$ cat src/rtl/pirq_pkg.sv
/*
  Constants, register map and carrier types for the peripheral interrupt flag block.
  Assumes a 32-bit APB master on the same clock and peripherals that drive event pulses and buffer levels.
*/
package pirq_pkg;
  // Bus geometry.
  localparam int ADDR_W = 12;
  localparam int DATA_W = 32;
  localparam int FLAG_W = 8;

  // Register byte offsets.
  localparam logic [ADDR_W-1:0] OFS_FLAGS = 12'h000;
  localparam logic [ADDR_W-1:0] OFS_ENABLE = 12'h004;
  localparam logic [ADDR_W-1:0] OFS_CTRL = 12'h008;

  // Flag register field positions.
  localparam int BIT_UNUSED = 7;
  localparam int BIT_CONV = 6;
  localparam int BIT_RX = 5;
  localparam int BIT_TX = 4;
  localparam int BIT_SYNC = 3;
  localparam int BIT_CAPCMP = 2;
  localparam int BIT_TMRB = 1;
  localparam int BIT_TMRA = 0;

  // Control register width and field positions.
  localparam int CTRL_W = 2;
  localparam int BIT_PERIPH_EN = 0;
  localparam int BIT_PRIO_EN = 1;

  // Reset values and masks.
  localparam logic [FLAG_W-1:0] FLAGS_RESET = 8'h00;
  localparam logic [FLAG_W-1:0] ENABLE_RESET = 8'h00;
  localparam logic [CTRL_W-1:0] CTRL_RESET = 2'h0;
  localparam logic [FLAG_W-1:0] ENABLE_MASK = 8'h7f;
  localparam logic [FLAG_W-1:0] STICKY_MASK = 8'h4f;

  // One-cycle event pulses from the peripherals.
  typedef struct packed {
    logic conv_done;
    logic sync_port_done;
    logic capcmp_match;
    logic timer_b_match;
    logic timer_a_overflow;
  } periph_events_t;

  // Buffer state levels from the serial port.
  typedef struct packed {
    logic rx_full;
    logic tx_empty;
  } buffer_levels_t;
endpackage

$ cat src/rtl/periph_irq_flags.sv
/*
  Peripheral interrupt request flag register with its enable mask, control bits,
  APB slave and one level interrupt output.
  Assumes event pulses and buffer levels come from logic on clk; the APB master runs on clk.
  Event pulses last one cycle each; a longer level simply sets its flag again every cycle.
  Software owns the enable and control words; nothing in here writes them on its own.
*/
// Added by the designer: the APB interface to the registers and the placing of the registers.
// How it works
// (RULE_01) Flags set on their condition whatever the enable and global enable bits say.
// (RULE_02) Software clears a flag before enabling its source and after servicing it.
// (RULE_03) Converter flag bit 6 sets on conversion done, holds until written zero.
// (RULE_04) Receive flag bit 5 is read-only and mirrors receive buffer full.
// (RULE_05) Transmit flag bit 4 is read-only and mirrors transmit buffer empty.
// (RULE_06) Sync port flag bit 3 sets on transfer complete, holds until software clears.
// (RULE_07) Capture/compare flag bit 2 sets on compare match, holds until cleared.
// (RULE_08) Timer-b flag bit 1 sets on period match, holds until cleared.
// (RULE_09) Timer-a flag bit 0 sets on overflow, holds until written zero.
// (RULE_10) Without priority levels, interrupts pass only when the peripheral enable is set.
// (RULE_11) Bit 7 reads zero and ignores writes; all flags read zero after reset.
`timescale 1ns/1ns
module periph_irq_flags (
  // Clock and reset.
  input wire logic clk,
  input wire logic rst,
  // APB slave.
  input wire logic psel,
  input wire logic penable,
  input wire logic pwrite,
  input wire logic [pirq_pkg::ADDR_W-1:0] paddr,
  input wire logic [pirq_pkg::DATA_W-1:0] pwdata,
  output logic [pirq_pkg::DATA_W-1:0] prdata,
  output logic pready,
  output logic pslverr,
  // Peripheral conditions.
  input wire pirq_pkg::periph_events_t events,
  input wire pirq_pkg::buffer_levels_t levels,
  // Interrupt request.
  output logic irq
);
  import pirq_pkg::*;

  // Register map, one aligned word per register, unused upper bits read as zero.
  // The flag word at OFS_FLAGS holds five sticky requests, two serial buffer bits and bit 7.
  // A sticky request clears only when software writes a zero over it.
  // Writing a one to a sticky request raises it, which lets software test its handler.
  // A set condition and a clearing write in the same cycle leave the request set, so an
  // event that lands while software clears the bit is never lost.
  // The two serial bits copy their buffer levels one cycle late and ignore writes.
  // They fall when the serial block reports its receive buffer read or its transmit buffer filled.
  // Bit 7 has no source; it reads zero whatever is written.
  // The enable word at OFS_ENABLE masks the flags bit for bit; its bit 7 is held at zero.
  // The control word at OFS_CTRL holds the peripheral enable and the priority levels enable.
  // Read data and the error flag are captured in the setup cycle, so a read shows the flags
  // as they stood one cycle before its access edge; a later event shows on the next read.
  // Every access completes without wait states, and an unmapped offset answers with an
  // error and zero data while changing nothing.
  // The interrupt output is combinational from registers only, so it never glitches on
  // bus inputs and moves one cycle after the write or event that causes it.

  logic [FLAG_W-1:0] flags_reg;
  logic [FLAG_W-1:0] flags_next;
  logic [FLAG_W-1:0] enable_reg;
  logic [CTRL_W-1:0] ctrl_reg;
  logic [DATA_W-1:0] prdata_reg;
  logic pslverr_reg;
  logic setup;
  logic access;
  logic wr_flags;
  logic wr_enable;
  logic wr_ctrl;
  logic [FLAG_W-1:0] set_vec;
  logic [FLAG_W-1:0] base_vec;
  logic irq_gate;

  // Tells whether an address falls on a mapped register.
  function automatic logic is_mapped(input logic [ADDR_W-1:0] a);
    return (a == OFS_FLAGS) || (a == OFS_ENABLE) || (a == OFS_CTRL);
  endfunction

  // Bus phases; every access completes with no wait state.
  assign setup = psel && !penable;
  assign access = psel && penable;
  assign pready = 1'b1;
  assign prdata = prdata_reg;
  assign pslverr = pslverr_reg;
  assign wr_flags = access && pwrite && (paddr == OFS_FLAGS);
  assign wr_enable = access && pwrite && (paddr == OFS_ENABLE);
  assign wr_ctrl = access && pwrite && (paddr == OFS_CTRL);

  // Gathers the sticky set conditions; no enable takes part in them.
  always_comb begin
    set_vec = '0; // RULE_01
    set_vec[BIT_CONV] = events.conv_done; // RULE_03
    set_vec[BIT_SYNC] = events.sync_port_done; // RULE_06
    set_vec[BIT_CAPCMP] = events.capcmp_match; // RULE_07
    set_vec[BIT_TMRB] = events.timer_b_match; // RULE_08
    set_vec[BIT_TMRA] = events.timer_a_overflow; // RULE_09
  end

  // A write replaces the sticky bits, then a set in the same cycle wins over a zero written.
  always_comb begin
    base_vec = wr_flags ? pwdata[FLAG_W-1:0] : flags_reg;
    flags_next = (base_vec | set_vec) & STICKY_MASK; // RULE_03 RULE_06 RULE_07 RULE_08 RULE_09
    flags_next[BIT_RX] = levels.rx_full; // RULE_04
    flags_next[BIT_TX] = levels.tx_empty; // RULE_05
    flags_next[BIT_UNUSED] = 1'b0; // RULE_11
  end

  // Flag register; buffer bits follow their level one cycle later.
  always_ff @(posedge clk or posedge rst) begin
    if (rst) begin
      flags_reg <= FLAGS_RESET; // RULE_11
    end else begin
      flags_reg <= flags_next;
    end
  end

  // Enable mask register, same layout as the flags.
  always_ff @(posedge clk or posedge rst) begin
    if (rst) begin
      enable_reg <= ENABLE_RESET;
    end else if (wr_enable) begin
      enable_reg <= pwdata[FLAG_W-1:0] & ENABLE_MASK;
    end
  end

  // Control register: peripheral enable and priority levels enable.
  always_ff @(posedge clk or posedge rst) begin
    if (rst) begin
      ctrl_reg <= CTRL_RESET;
    end else if (wr_ctrl) begin
      ctrl_reg <= pwdata[CTRL_W-1:0];
    end
  end

  // Read data and error are captured in the setup cycle so they come from flops.
  always_ff @(posedge clk or posedge rst) begin
    if (rst) begin
      prdata_reg <= '0;
      pslverr_reg <= 1'b0;
    end else if (setup) begin
      pslverr_reg <= !is_mapped(paddr);
      unique case (paddr)
        OFS_FLAGS: prdata_reg <= {{(DATA_W-FLAG_W){1'b0}}, flags_reg};
        OFS_ENABLE: prdata_reg <= {{(DATA_W-FLAG_W){1'b0}}, enable_reg};
        OFS_CTRL: prdata_reg <= {{(DATA_W-CTRL_W){1'b0}}, ctrl_reg};
        default: prdata_reg <= '0;
      endcase
    end
  end

  // Interrupt: any enabled flag, gated by the peripheral enable unless priority levels are on.
  assign irq_gate = ctrl_reg[BIT_PRIO_EN] || ctrl_reg[BIT_PERIPH_EN]; // RULE_10
  assign irq = irq_gate && |(flags_reg & enable_reg); // RULE_10
endmodule // periph_irq_flags

$ cat config.mk
export PLATFORM = sky130hd
export DESIGN_NAME = periph_irq_flags
export DESIGN_NICKNAME = d
export VERILOG_FILES = /design/src/rtl/pirq_pkg.sv /design/src/rtl/periph_irq_flags.sv
export SDC_FILE = /design/constraint.sdc
export NUM_CORES = 1
export LEC_CHECK = 0
export ABC_AREA = 1
export BUFFER_PORTS_ARGS = -buffer_cell sky130_fd_sc_hd__buf_4
export CORE_UTILIZATION = 46
export CTS_CLUSTER_SIZE = 24
export DETAILED_ROUTE_END_ITERATION = 10
export PLACE_DENSITY = 0.83
export SYNTH_ARGS = -nofsm -noshare
export SYNTH_HDL_FRONTEND = slang
export SYNTH_SLANG_ARGS = --single-unit
export TNS_END_PERCENT = 50
$ cat constraint.sdc
create_clock -name clk -period 1.3 [get_ports clk]
set_input_delay 0.065 -clock clk [delete_from_list [all_inputs] [get_ports clk]]
set_output_delay 0.065 -clock clk [all_outputs]
set_load 0.03 [all_outputs]
==> summary.md, run 1 <==
| Metric | Value |
|---|---|
| Worst skew pair latency | `between 0.3 and 0.4 ns` |
| Final Cycle Share | `1.08` |
| PD cells | `804 nW/um2` |
| Register share of total power | `0.481` |
| Max Freq | `around 700 MHz` |
| DR pass1 iterations | `4` |
| H-tree levels | `1` |
| Logic pwr share | `0.169` |
| Setup TNS | `-0.0994 ns` |
| # IOs | `slightly above 90` |
| Synth Register Bits | `24` |
| Max IR drop VDD | `between 700 and 800 uV` |
| Overflow after GRT | `0` |
| Setup crit start kind | `flip-flop` |
| Seq/Total Area, Yosys | `0.414` |
| Clk sinks | `24` |
| DR vias/cell | `roughly 4.4` |
| # DRC | `0` |
| Library cells used by synthesis | `25` |
| Fill cell count | `approximately 250` |
| Initial Util | `0.479` |
| Root Buffer | `clkbuf_4` |
| Minimum clock period | `between 1 and 1.5 ns` |
| Max FO, Critical Path | `2` |
| Yosys warning total | `0` |
| Max-slew violation count | `0` |
| Max capacitance violation total | `0` |
| Post-Syn Area | `between 1000 and 1500 um2` |
| RSZ-0062 raised after global routing | `true` |
| Arr. time, crit path | `around 1.3 ns` |
| Via count | `about 1,200` |
| First DRT Iteration DRCs | `36` |
| Hold Crit Depth | `4` |
| Global-route wire length before repair | `roughly 5000 um` |
| Syn Inst Count | `around 170` |
| Largest net degree at the start of global routing | `25` |
| Final nets | `between 200 and 300` |
| Hpwl dp | `1980 um` |
| Total die area | `between 3000 and 4000 um2` |
| # setup viols final | `1` |
| Sw Pwr | `404 uW` |
| Final worst slack | `-0.0994 ns` |
| Clock power frac | `0.349` |
| Crit. End Element | `output pin` |
| Min-delay worst type | `input pin to flip-flop` |
| Placer Congestion | `approximately 0.8` |
| Antenna cells | `0` |
| Final ANT Viol Nets | `0` |
| Deepest clock path buffer count | `2` |
| CP Class | `flip-flop to output pin` |
| All-Layer GR Usage | `0.192` |
| Number of global-route vias before repair | `1,159` |
| Clock Skew | `a little under 0.01 ns` |
| Avg Cell Area, Syn | `8.38 um2` |
| DR WL/cell | `between 9 and 10 um` |
| Lkg Pwr | `a little under 1 nW` |
| Die W | `roughly 58 um` |
| Core ar. | `just over 3000 um2` |
| Worst Path Required | `around 1.2 ns` |
| CTS buffer count | `3` |
| Clk pin slew, worst setup/hold paths | `~0.14 ns` |
| Antenna violations before repair | `0` |
| Status | `finished, violations left` |
| CTS tree | `built` |
| R2R depth | `6` |
| Row count | `20` |
| Die span in y | `slightly below 60 um` |
| Power Internal | `about 1.2 mW` |
| Core Util, Final | `0.643` |
| Flop-to-flop setup slack | `approximately 0.28 ns` |
| Count of input and output buffers | `39` |
| Area Growth Syn to Fin | `34.3%` |
| Final wirelength | `between 2000 and 3000 um` |
| Final hold violation count | `0` |
| Fraction of layout cells with a size suffix above 1 | `0.331` |
| Failing checks | `setup timing` |
| Switch share | `0.258` |
path summary, 6_finish.rpt:
| check | start | to |
|---|---|---|
| max | enable_reg[3]$_DFFE_PP0P_ | irq |
| min | penable | prdata[0]$_DFFE_PP0P_ |
| max reg2reg | enable_reg[0]$_DFFE_PP0P_ | prdata[0]$_DFFE_PP0P_ |
| min reg2reg | prdata[1]$_DFFE_PP0P_ | prdata[1]$_DFFE_PP0P_ |
| max in group asynchronous | rst | enable_reg[6]$_DFFE_PP0P_ |
| min in group asynchronous | rst | enable_reg[5]$_DFFE_PP0P_ |
cell families after synthesis:
kind of cell           count (synthesis)  synth area share
AOI/OAI and AO/OA                     24             0.107
buffers and inverters                 43             0.192
DFF                                   24             0.414
other                                  2           0.00518
and+or+nand+nor                       80             0.282
power by group through the flow:
stage / Combinational [mW] / Sequential, mW / Clock [mW]
after global routing: 0.289 / 0.753 / 0.588
after floorplan: 0.204 / 0.766 / 0
after global placement: 0.226 / 0.767 / 0
after CTS: 0.265 / 0.753 / 0.551
after detailed placement: 0.229 / 0.767 / 0
final: 0.265 / 0.753 / 0.547
layout by cell type, fill, tap and decap left out, types with 4 or more instances in the layout:
master	count
dfrtp_1	24
buf_4	48
o21ai_0	5
conb_1	26
nand3_1	14
a21oi_2	5
dlygate4sd3_1	15
nand2_1	42
nor2_1	9
nor2_2	4
inv_1	12
a21oi_1	6
critical path, stage by stage, from the launching register on:
cell	delay, ns
dfrtp_1	0.41
a22o_1	0.24
a21oi_2	0.10
a21oi_1	0.08
buf_4	0.18
per-layer routing:
| layer | wire length, um | track usage |
|---|---|---|
| met1 | 1270 | 0.247 |
| met3 | 116 | 0.0469 |
| met2 | 1370 | 0.325 |
| met4 | 23 | 0.0476 |
| met5 | 0 | 0 |
layout make-up:
class / count / area, um2 / area share
clock buffers: 3 / 22.5 / 0.0116
clock inverters: 1 / 30.0 / 0.0154
inverters: 15 / 56.3 / 0.0289
multi-input cells: 130 / 672 / 0.345
flip-flops and latches: 24 / 601 / 0.308
well taps: 44 / 55.1 / 0.0283
repair buffers: 63 / 510 / 0.262
cells in the mapped netlist (all sizes together):
cell type  number  share of area
o21ai          10          0.042
dfrtp          24           0.41
nand2          45           0.12
a221oi          1         0.0060
and2            1         0.0043
nand3          18          0.086
o22ai           1         0.0043
inv            15          0.039
a21oi          11          0.048
conb            2         0.0052
buf            28           0.15
nor2           16          0.070
a22o            1         0.0060
timing repair:
action                                  4_1_cts  5_1_grt
hold buffers                                 15        0
buffers inserted                              6        1
resized for setup                             1        1
endpoints found under the setup margin        1        1
gates cloned                                  0        0
pin swaps                                     2        1
hold endpoints to repair                     36        0
per-stage QoR:
step	instances	power, mW	setup WS (ns)	hold WS (ns)	instance area [um2]
2_1_floorplan	197	0.970	0.218	0.0796	1540
3_3_place_gp	254	0.993	0.124	0.131	1680
3_5_place_dp	254	0.995	0.106	0.133	1680
4_1_cts	279	1.57	-0.0977	0.0284	1940
5_1_grt	280	1.63	-0.170	0.0434	1950
6_report	280	1.56	-0.0994	0.0295	1950
Note: power is estimated with default switching activity, not from simulation.
==> run 2, diff against run 1 <==
--- a/config.mk
+++ b/config.mk
@@ -7,10 +7,11 @@
 export LEC_CHECK = 0
 export ABC_AREA = 1
 export BUFFER_PORTS_ARGS = -buffer_cell sky130_fd_sc_hd__buf_4
-export CORE_UTILIZATION = 46
+export CORE_UTILIZATION = 47
+export CTS_BUF_LIST = sky130_fd_sc_hd__clkbuf_8
 export CTS_CLUSTER_SIZE = 24
 export DETAILED_ROUTE_END_ITERATION = 10
-export PLACE_DENSITY = 0.83
+export PLACE_DENSITY = 0.85
 export SYNTH_ARGS = -nofsm -noshare
 export SYNTH_HDL_FRONTEND = slang
 export SYNTH_SLANG_ARGS = --single-unit
==> summary.md, run 2 (synthesis gave the netlist of run 1 again) <==
| Metric | Value |
|---|---|
| Status | `finished, violations left (unchanged)` |
| Failing checks | `DRC, setup timing (was setup timing)` |
| Min-delay worst type | `input pin to flip-flop (unchanged)` |
| Crit-path most repeated cell | `nand2_1` |
| Global-route wire length before repair | `4870 um (was 4950 um)` |
| Leading cell type in the layout, fill and taps excluded | `buf_4 (unchanged)` |
| Clk pin slew, worst setup/hold paths | `0.08 ns (was 0.14 ns)` |
| Deepest clock path buffer count | `2 (unchanged)` |
| # IOs | `91 (unchanged)` |
| Root Buffer | `clkbuf_8 (was clkbuf_4)` |
| Total die area | `3310 um2 (was 3380 um2)` |
| Worst Path Required | `1.24 ns (about the same)` |
| Flop-to-flop setup slack | `0.26 ns (was 0.28 ns)` |
| Row count | `19 (was 20)` |
| Die W | `57.5 um (was 58.1 um)` |
| Max FO, Critical Path | `2 (unchanged)` |
| Worst skew pair latency | `0.27 ns (was 0.33 ns)` |
| Antenna violations before repair | `0 (unchanged)` |
| Largest net degree at the start of global routing | `25 (unchanged)` |
| CTS buffer count | `3 (unchanged)` |
| Worst slack, placed | `0.0593 ns (was 0.106 ns)` |
| Family with the most delay on the worst path | `flip-flops (was compound AO/OA/AOI/OAI gates)` |
| Max capacitance violation total | `0 (unchanged)` |
| CP Class | `flip-flop to output pin (unchanged)` |
| Max Freq | `764 MHz (was 715 MHz)` |
| # DRC | `5 (was 0)` |
| WP buf/inv | `1 (unchanged)` |
| Crit-path cells | `nand2_1, nand2_1, a221oi_2, a21oi_2, buf_6 (was a22o_1, a21oi_2, a21oi_1, buf_4)` |
| Number of global-route vias before repair | `1,081 (was 1,159)` |
| Clock Skew | `0.00374 ns (was 0.00976 ns)` |
| Hold Crit Depth | `3 (was 4)` |
| Arr. time, crit path | `1.24 ns (was 1.33 ns)` |
| # setup viols final | `1 (unchanged)` |
| Final worst slack | `-0.00929 ns (was -0.0994 ns)` |
| Count of input and output buffers | `39 (unchanged)` |
| Sw Pwr | `411 uW (was 404 uW)` |
| Final hold slack | `0.00403 ns (was 0.0295 ns)` |
| Crit-path slowest cell | `dfrtp_1 (unchanged)` |
| Via count | `1,233 (was 1,226)` |
| End of the critical path | `irq (unchanged)` |
| Initial Util | `0.513 (was 0.479)` |
| Most frequent cells in the layout | `49 x buf_4, 42 x nand2_1, 26 x conb_1, 24 x dfrtp_1, 14 x nand3_1 (was 48 x buf_4, 42 x nand2_1, 26 x conb_1, 24 x dfrtp_1, 15 x dlygate4sd3_1)` |
| Crit. End Element | `output pin (unchanged)` |
| Final hold violation count | `0 (unchanged)` |
| Fill cell count | `231 (was 254)` |
| RSZ-0062 raised after global routing | `true (unchanged)` |
| Logic pwr share | `0.167 (was 0.169)` |
| Placer Congestion | `0.709 (was 0.806)` |
| Minimum clock period | `1.31 ns (was 1.40 ns)` |
| Max IR drop VDD | `635 uV (was 710 uV)` |
| Fraction of layout cells with a size suffix above 1 | `0.348 (was 0.331)` |
| PD cells | `798 nW/um2 (was 804 nW/um2)` |
| R2R depth | `6 (unchanged)` |
| Setup crit start kind | `flip-flop (unchanged)` |
| Die span in y | `57.5 um (was 58.1 um)` |
| Crit. Startpoint | `flags_reg[1]$_DFF_PP0_ (was enable_reg[3]$_DFFE_PP0P_)` |
| DR vias/cell | `4.67 (was 4.38)` |
| Area Growth Syn to Fin | `31.4% (was 34.3%)` |
| Final nets | `290 (was 293)` |
| Max-slew violation count | `0 (unchanged)` |
| Clk sinks | `24 (unchanged)` |
| Reg-to-Reg Start | `flags_reg[1]$_DFF_PP0_ (was enable_reg[0]$_DFFE_PP0P_)` |
| H-tree levels | `1 (unchanged)` |
| Hpwl dp | `2110 um (was 1980 um)` |
| Final wirelength | `2990 um (was 2770 um)` |
| Largest stage delay, worst path | `0.40 ns (was 0.41 ns)` |
| Register share of total power | `0.495 (was 0.481)` |
| First DRT Iteration DRCs | `25 (was 36)` |
| Levels on crit path | `5 (was 4)` |
| DR WL/cell | `11.3 um (was 9.91 um)` |
| Power Internal | `1.11 mW (was 1.16 mW)` |
| Crit Reg-Reg Endpoint | `prdata[1]$_DFFE_PP0P_ (was prdata[0]$_DFFE_PP0P_)` |
| Antenna cells | `0 (unchanged)` |
| Design Power | `1.52 mW (was 1.56 mW)` |
| Final ANT Viol Nets | `0 (unchanged)` |
| Clock power frac | `0.338 (was 0.349)` |
| CTS tree | `built (unchanged)` |
| Lkg Pwr | `0.981 nW (was 0.993 nW)` |
| Switch share | `0.271 (was 0.258)` |
| DR pass1 iterations | `7 (was 4)` |
| Core ar. | `2830 um2 (was 3030 um2)` |
| Final Cycle Share | `1.01 (was 1.08)` |
| Overflow after GRT | `0 (unchanged)` |
| All-Layer GR Usage | `0.195 (was 0.192)` |
## run 2: cell count changes in the layout (fill, tap and decap cells not counted)
cell           change
a21oi_1            -1
buf_6              +1
a21oi_2            +1
dlygate4sd3_1      -5
buf_4              +1
clkbuf_4           -3
bufinv_16          -1
clkbuf_8           +4
## run 2: layout make-up
type | instances | area (um2) | share of cell area
multi-input cells | 130 | 676 | 0.355
flip-flops and latches | 24 | 601 | 0.315
clock buffers | 4 | 55.1 | 0.0289
repair buffers | 60 | 479 | 0.251
inverters | 15 | 56.3 | 0.0295
well taps | 31 | 38.8 | 0.0204
## run 2: power by group through the flow
stage               combinational (mW)  sequential, mW  clock, mW
floorplan                        0.204           0.766          0
global placement                 0.226           0.767          0
detailed placement               0.229           0.767          0
CTS                              0.253           0.752      0.520
global route                     0.274           0.753      0.552
finish                           0.254           0.752      0.514
## run 2: worst min path at each step
stage	from	to	slack [ns]
4_1_cts	pwdata[2]	flags_reg[2]$_DFF_PP0_	0.0006
3_5_place_dp	rst	pslverr$_DFFE_PP0P_	0.13
2_1_floorplan	rst	ctrl_reg[0]$_DFFE_PP0P_	0.08
5_1_grt	pwdata[3]	flags_reg[3]$_DFF_PP0_	0.02
3_3_place_gp	rst	prdata[0]$_DFFE_PP0P_	0.13
6_report	pwdata[2]	flags_reg[2]$_DFF_PP0_	0.004
## run 2: tightest hold or removal path, delay by kind of cell
family / cells / cell delay [ns]
buffers and inverters: 1 / 0.09
and+or+nand+nor: 2 / 0.09
## run 2: timing repair
action | 4_1_cts | 5_1_grt
hold endpoints to repair | 31 | 0
gates resized for setup | 4 | 0
pin swaps | 2 | 1
hold buffers | 10 | 0
setup buffers | 5 | 4
setup endpoints to repair | 1 | 1
## run 2: per-stage QoR
| step | utilization | cells | cell area, um2 | setup TNS [ns] |
|---|---|---|---|---|
| global route | 0.674 | 264 | 1910 | -0.0837 |
| finish | 0.674 | 264 | 1910 | -0.00929 |
| global placement | 0.589 | 241 | 1670 | 0 |
| detailed placement | 0.589 | 241 | 1670 | 0 |
| floorplan | - | 197 | 1540 | 0 |
| CTS | 0.663 | 260 | 1880 | -0.0131 |
## run 2: layer usage
metal  vias to the layer above  routed length (um)  global-route usage
met5                         -                   0                   0
met4                         0                  51              0.0836
met3                         5                 141              0.0295
met2                        46                1550               0.339
met1                       559                1250               0.238
li1                        623                   -                   -
==> run 3, diff against run 2 <==
--- a/config.mk
+++ b/config.mk
@@ -8,7 +8,7 @@
 export ABC_AREA = 1
 export BUFFER_PORTS_ARGS = -buffer_cell sky130_fd_sc_hd__buf_4
 export CORE_UTILIZATION = 47
-export CTS_BUF_LIST = sky130_fd_sc_hd__clkbuf_8
+export CTS_BUF_LIST = sky130_fd_sc_hd__clkbuf_2
 export CTS_CLUSTER_SIZE = 24
 export DETAILED_ROUTE_END_ITERATION = 10
 export PLACE_DENSITY = 0.85
==> summary.md, run 3 (synthesis gave the netlist of run 1 again) <==
| Metric | Value |
|---|---|
| Deepest clock path buffer count | `2 (unchanged)` |
| Final nets | `297 (was 290)` |
| Global-route wire length before repair | `5150 um (was 4870 um)` |
| Lkg Pwr | `0.995 nW (was 0.981 nW)` |
| Arr. time, crit path | `1.37 ns (was 1.24 ns)` |
| Initial Util | `0.513 (unchanged)` |
| DR pass1 iterations | `7 (unchanged)` |
| Max IR drop VDD | `806 uV (was 635 uV)` |
| DR vias/cell | `4.68 (was 4.67)` |
| Antenna cells | `0 (unchanged)` |
| PD cells | `685 nW/um2 (was 798 nW/um2)` |
| Final wirelength | `3210 um (was 2990 um)` |
| Die W | `57.5 um (unchanged)` |
| DR WL/cell | `11.9 um (was 11.3 um)` |
| Final hold violation count | `0 (unchanged)` |
| Final ANT Viol Nets | `0 (unchanged)` |
| Count of input and output buffers | `39 (unchanged)` |
| Minimum clock period | `1.44 ns (was 1.31 ns)` |
| All-Layer GR Usage | `0.203 (was 0.195)` |
| Total die area | `3310 um2 (unchanged)` |
| CP Class | `flip-flop to output pin (unchanged)` |
| Fill cell count | `224 (was 231)` |
| Core Util, Final | `0.685 (was 0.674)` |
| Crit. End Element | `output pin (unchanged)` |
| Min-delay worst type | `input pin to flip-flop (unchanged)` |
| Antenna violations before repair | `0 (unchanged)` |
| Placer Congestion | `0.709 (unchanged)` |
| Final worst slack | `-0.136 ns (was -0.00929 ns)` |
| Inst Count DP | `241 (unchanged)` |
| Flop-to-flop setup slack | `0.24 ns (was 0.26 ns)` |
| Core ar. | `2830 um2 (unchanged)` |
| Root Buffer | `clkbuf_2 (was clkbuf_8)` |
| First DRT Iteration DRCs | `41 (was 25)` |
| Max Freq | `697 MHz (was 764 MHz)` |
| # setup viols final | `1 (unchanged)` |
| Status | `finished, violations left (unchanged)` |
| Finished Layout Cells | `271 (was 264)` |
| Clock Skew | `0.00647 ns (was 0.00374 ns)` |
| Setup crit start kind | `flip-flop (unchanged)` |
| Fraction of layout cells with a size suffix above 1 | `0.338 (was 0.348)` |
| Row count | `19 (unchanged)` |
| Failing checks | `DRC, setup timing (unchanged)` |
| # IOs | `91 (unchanged)` |
| Worst skew pair latency | `0.35 ns (was 0.27 ns)` |
| Final Cycle Share | `1.10 (was 1.01)` |
| CTS tree | `built (unchanged)` |
| H-tree levels | `1 (unchanged)` |
| Max FO, Critical Path | `2 (unchanged)` |
| Die span in y | `57.5 um (unchanged)` |
| Largest net degree at the start of global routing | `25 (unchanged)` |
| Clk sinks | `24 (unchanged)` |
| Most frequent cells in the layout | `50 x buf_4, 42 x nand2_1, 26 x conb_1, 24 x dfrtp_1, 16 x dlygate4sd3_1 (was 49 x buf_4, 42 x nand2_1, 26 x conb_1, 24 x dfrtp_1, 14 x nand3_1)` |
| Design Power | `1.33 mW (was 1.52 mW)` |
| Reg-to-Reg Start | `flags_reg[1]$_DFF_PP0_ (unchanged)` |
| Hold wc startpoint | `psel (was pwdata[2])` |
| Number of global-route vias before repair | `1,144 (was 1,081)` |
| Final hold slack | `0.0525 ns (was 0.00403 ns)` |
| Max-slew violation count | `0 (unchanged)` |
| Area Growth Syn to Fin | `33.6% (was 31.4%)` |
| CTS buffer count | `3 (unchanged)` |
| # DRC | `5 (unchanged)` |
| Max capacitance violation total | `0 (unchanged)` |
| Via count | `1,267 (was 1,233)` |
| Clk pin slew, worst setup/hold paths | `0.23 ns (was 0.08 ns)` |
| Worst slack, placed | `0.0593 ns (unchanged)` |
| Crit. Startpoint | `enable_reg[3]$_DFFE_PP0P_ (was flags_reg[1]$_DFF_PP0_)` |
| Overflow after GRT | `0 (unchanged)` |
| RSZ-0062 raised after global routing | `true (unchanged)` |
| Hpwl dp | `2110 um (unchanged)` |
| Leading cell type in the layout, fill and taps excluded | `buf_4 (unchanged)` |
| Worst Path Required | `1.24 ns (about the same)` |
run 3: changes by cell type in the layout (fill, tap and decap cells not counted), sizes merged:
cell         delta
dlygate4sd3     +6
buf             +1
clkinv          +1
clkbuf          -1
run 3: critical path, cell delays in order (launching register included):
cell and delay, ns:
dfrtp_1 0.43, a22o_1 0.24, a21oi_2 0.12, a21oi_2 0.08, buf_6 0.14
run 3: final timing paths:
| check | cells after the start | endpoint |
|---|---|---|
| setup / recovery | 4 | irq |
| hold / removal | 5 | prdata[0]$_DFFE_PP0P_ |
| setup reg to reg | 6 | prdata[1]$_DFFE_PP0P_ |
| hold reg to reg | 2 | prdata[2]$_DFFE_PP0P_ |
| max in group asynchronous | 4 | enable_reg[4]$_DFFE_PP0P_ |
| min in group asynchronous | 4 | pslverr$_DFFE_PP0P_ |
run 3: repair_timing:
action,CTS,global route
pin swaps,2,0
buffers inserted,5,5
resized for setup,4,0
hold buffers,16,0
setup endpoints to repair,1,1
endpoints found under the hold margin,41,0
run 3: routing by layer:
layer,share of wire,GRT usage,vias up
li1,-,-,632
met1,0.42,0.254,582
met2,0.52,0.357,47
met3,0.041,0.0295,6
met4,0.015,0.0662,0
met5,0,0,-
run 3: stage by stage:
stage	TNS [ns]	cell area [um2]
final	-0.136	1940
after global routing	-0.202	1940
after CTS	-0.127	1900
after detailed placement	0	1670
after global placement	0	1670
after floorplan	0	1540
run 3: report_power, final:
part           total [mW]  internal, mW  switching [mW]
logic               0.271         0.101           0.170
registers           0.755         0.752         0.00301
clock network       0.302        0.0668           0.235
run 3: area by class of cell:
class	count	area, um2	area share
repair buffers	67	547	0.282
flip-flops and latches	24	601	0.310
well taps	31	38.8	0.0200
clock buffers	3	15.0	0.00775
multi-input cells	130	676	0.349
clock inverters	1	3.75	0.00194
inverters	15	56.3	0.0291
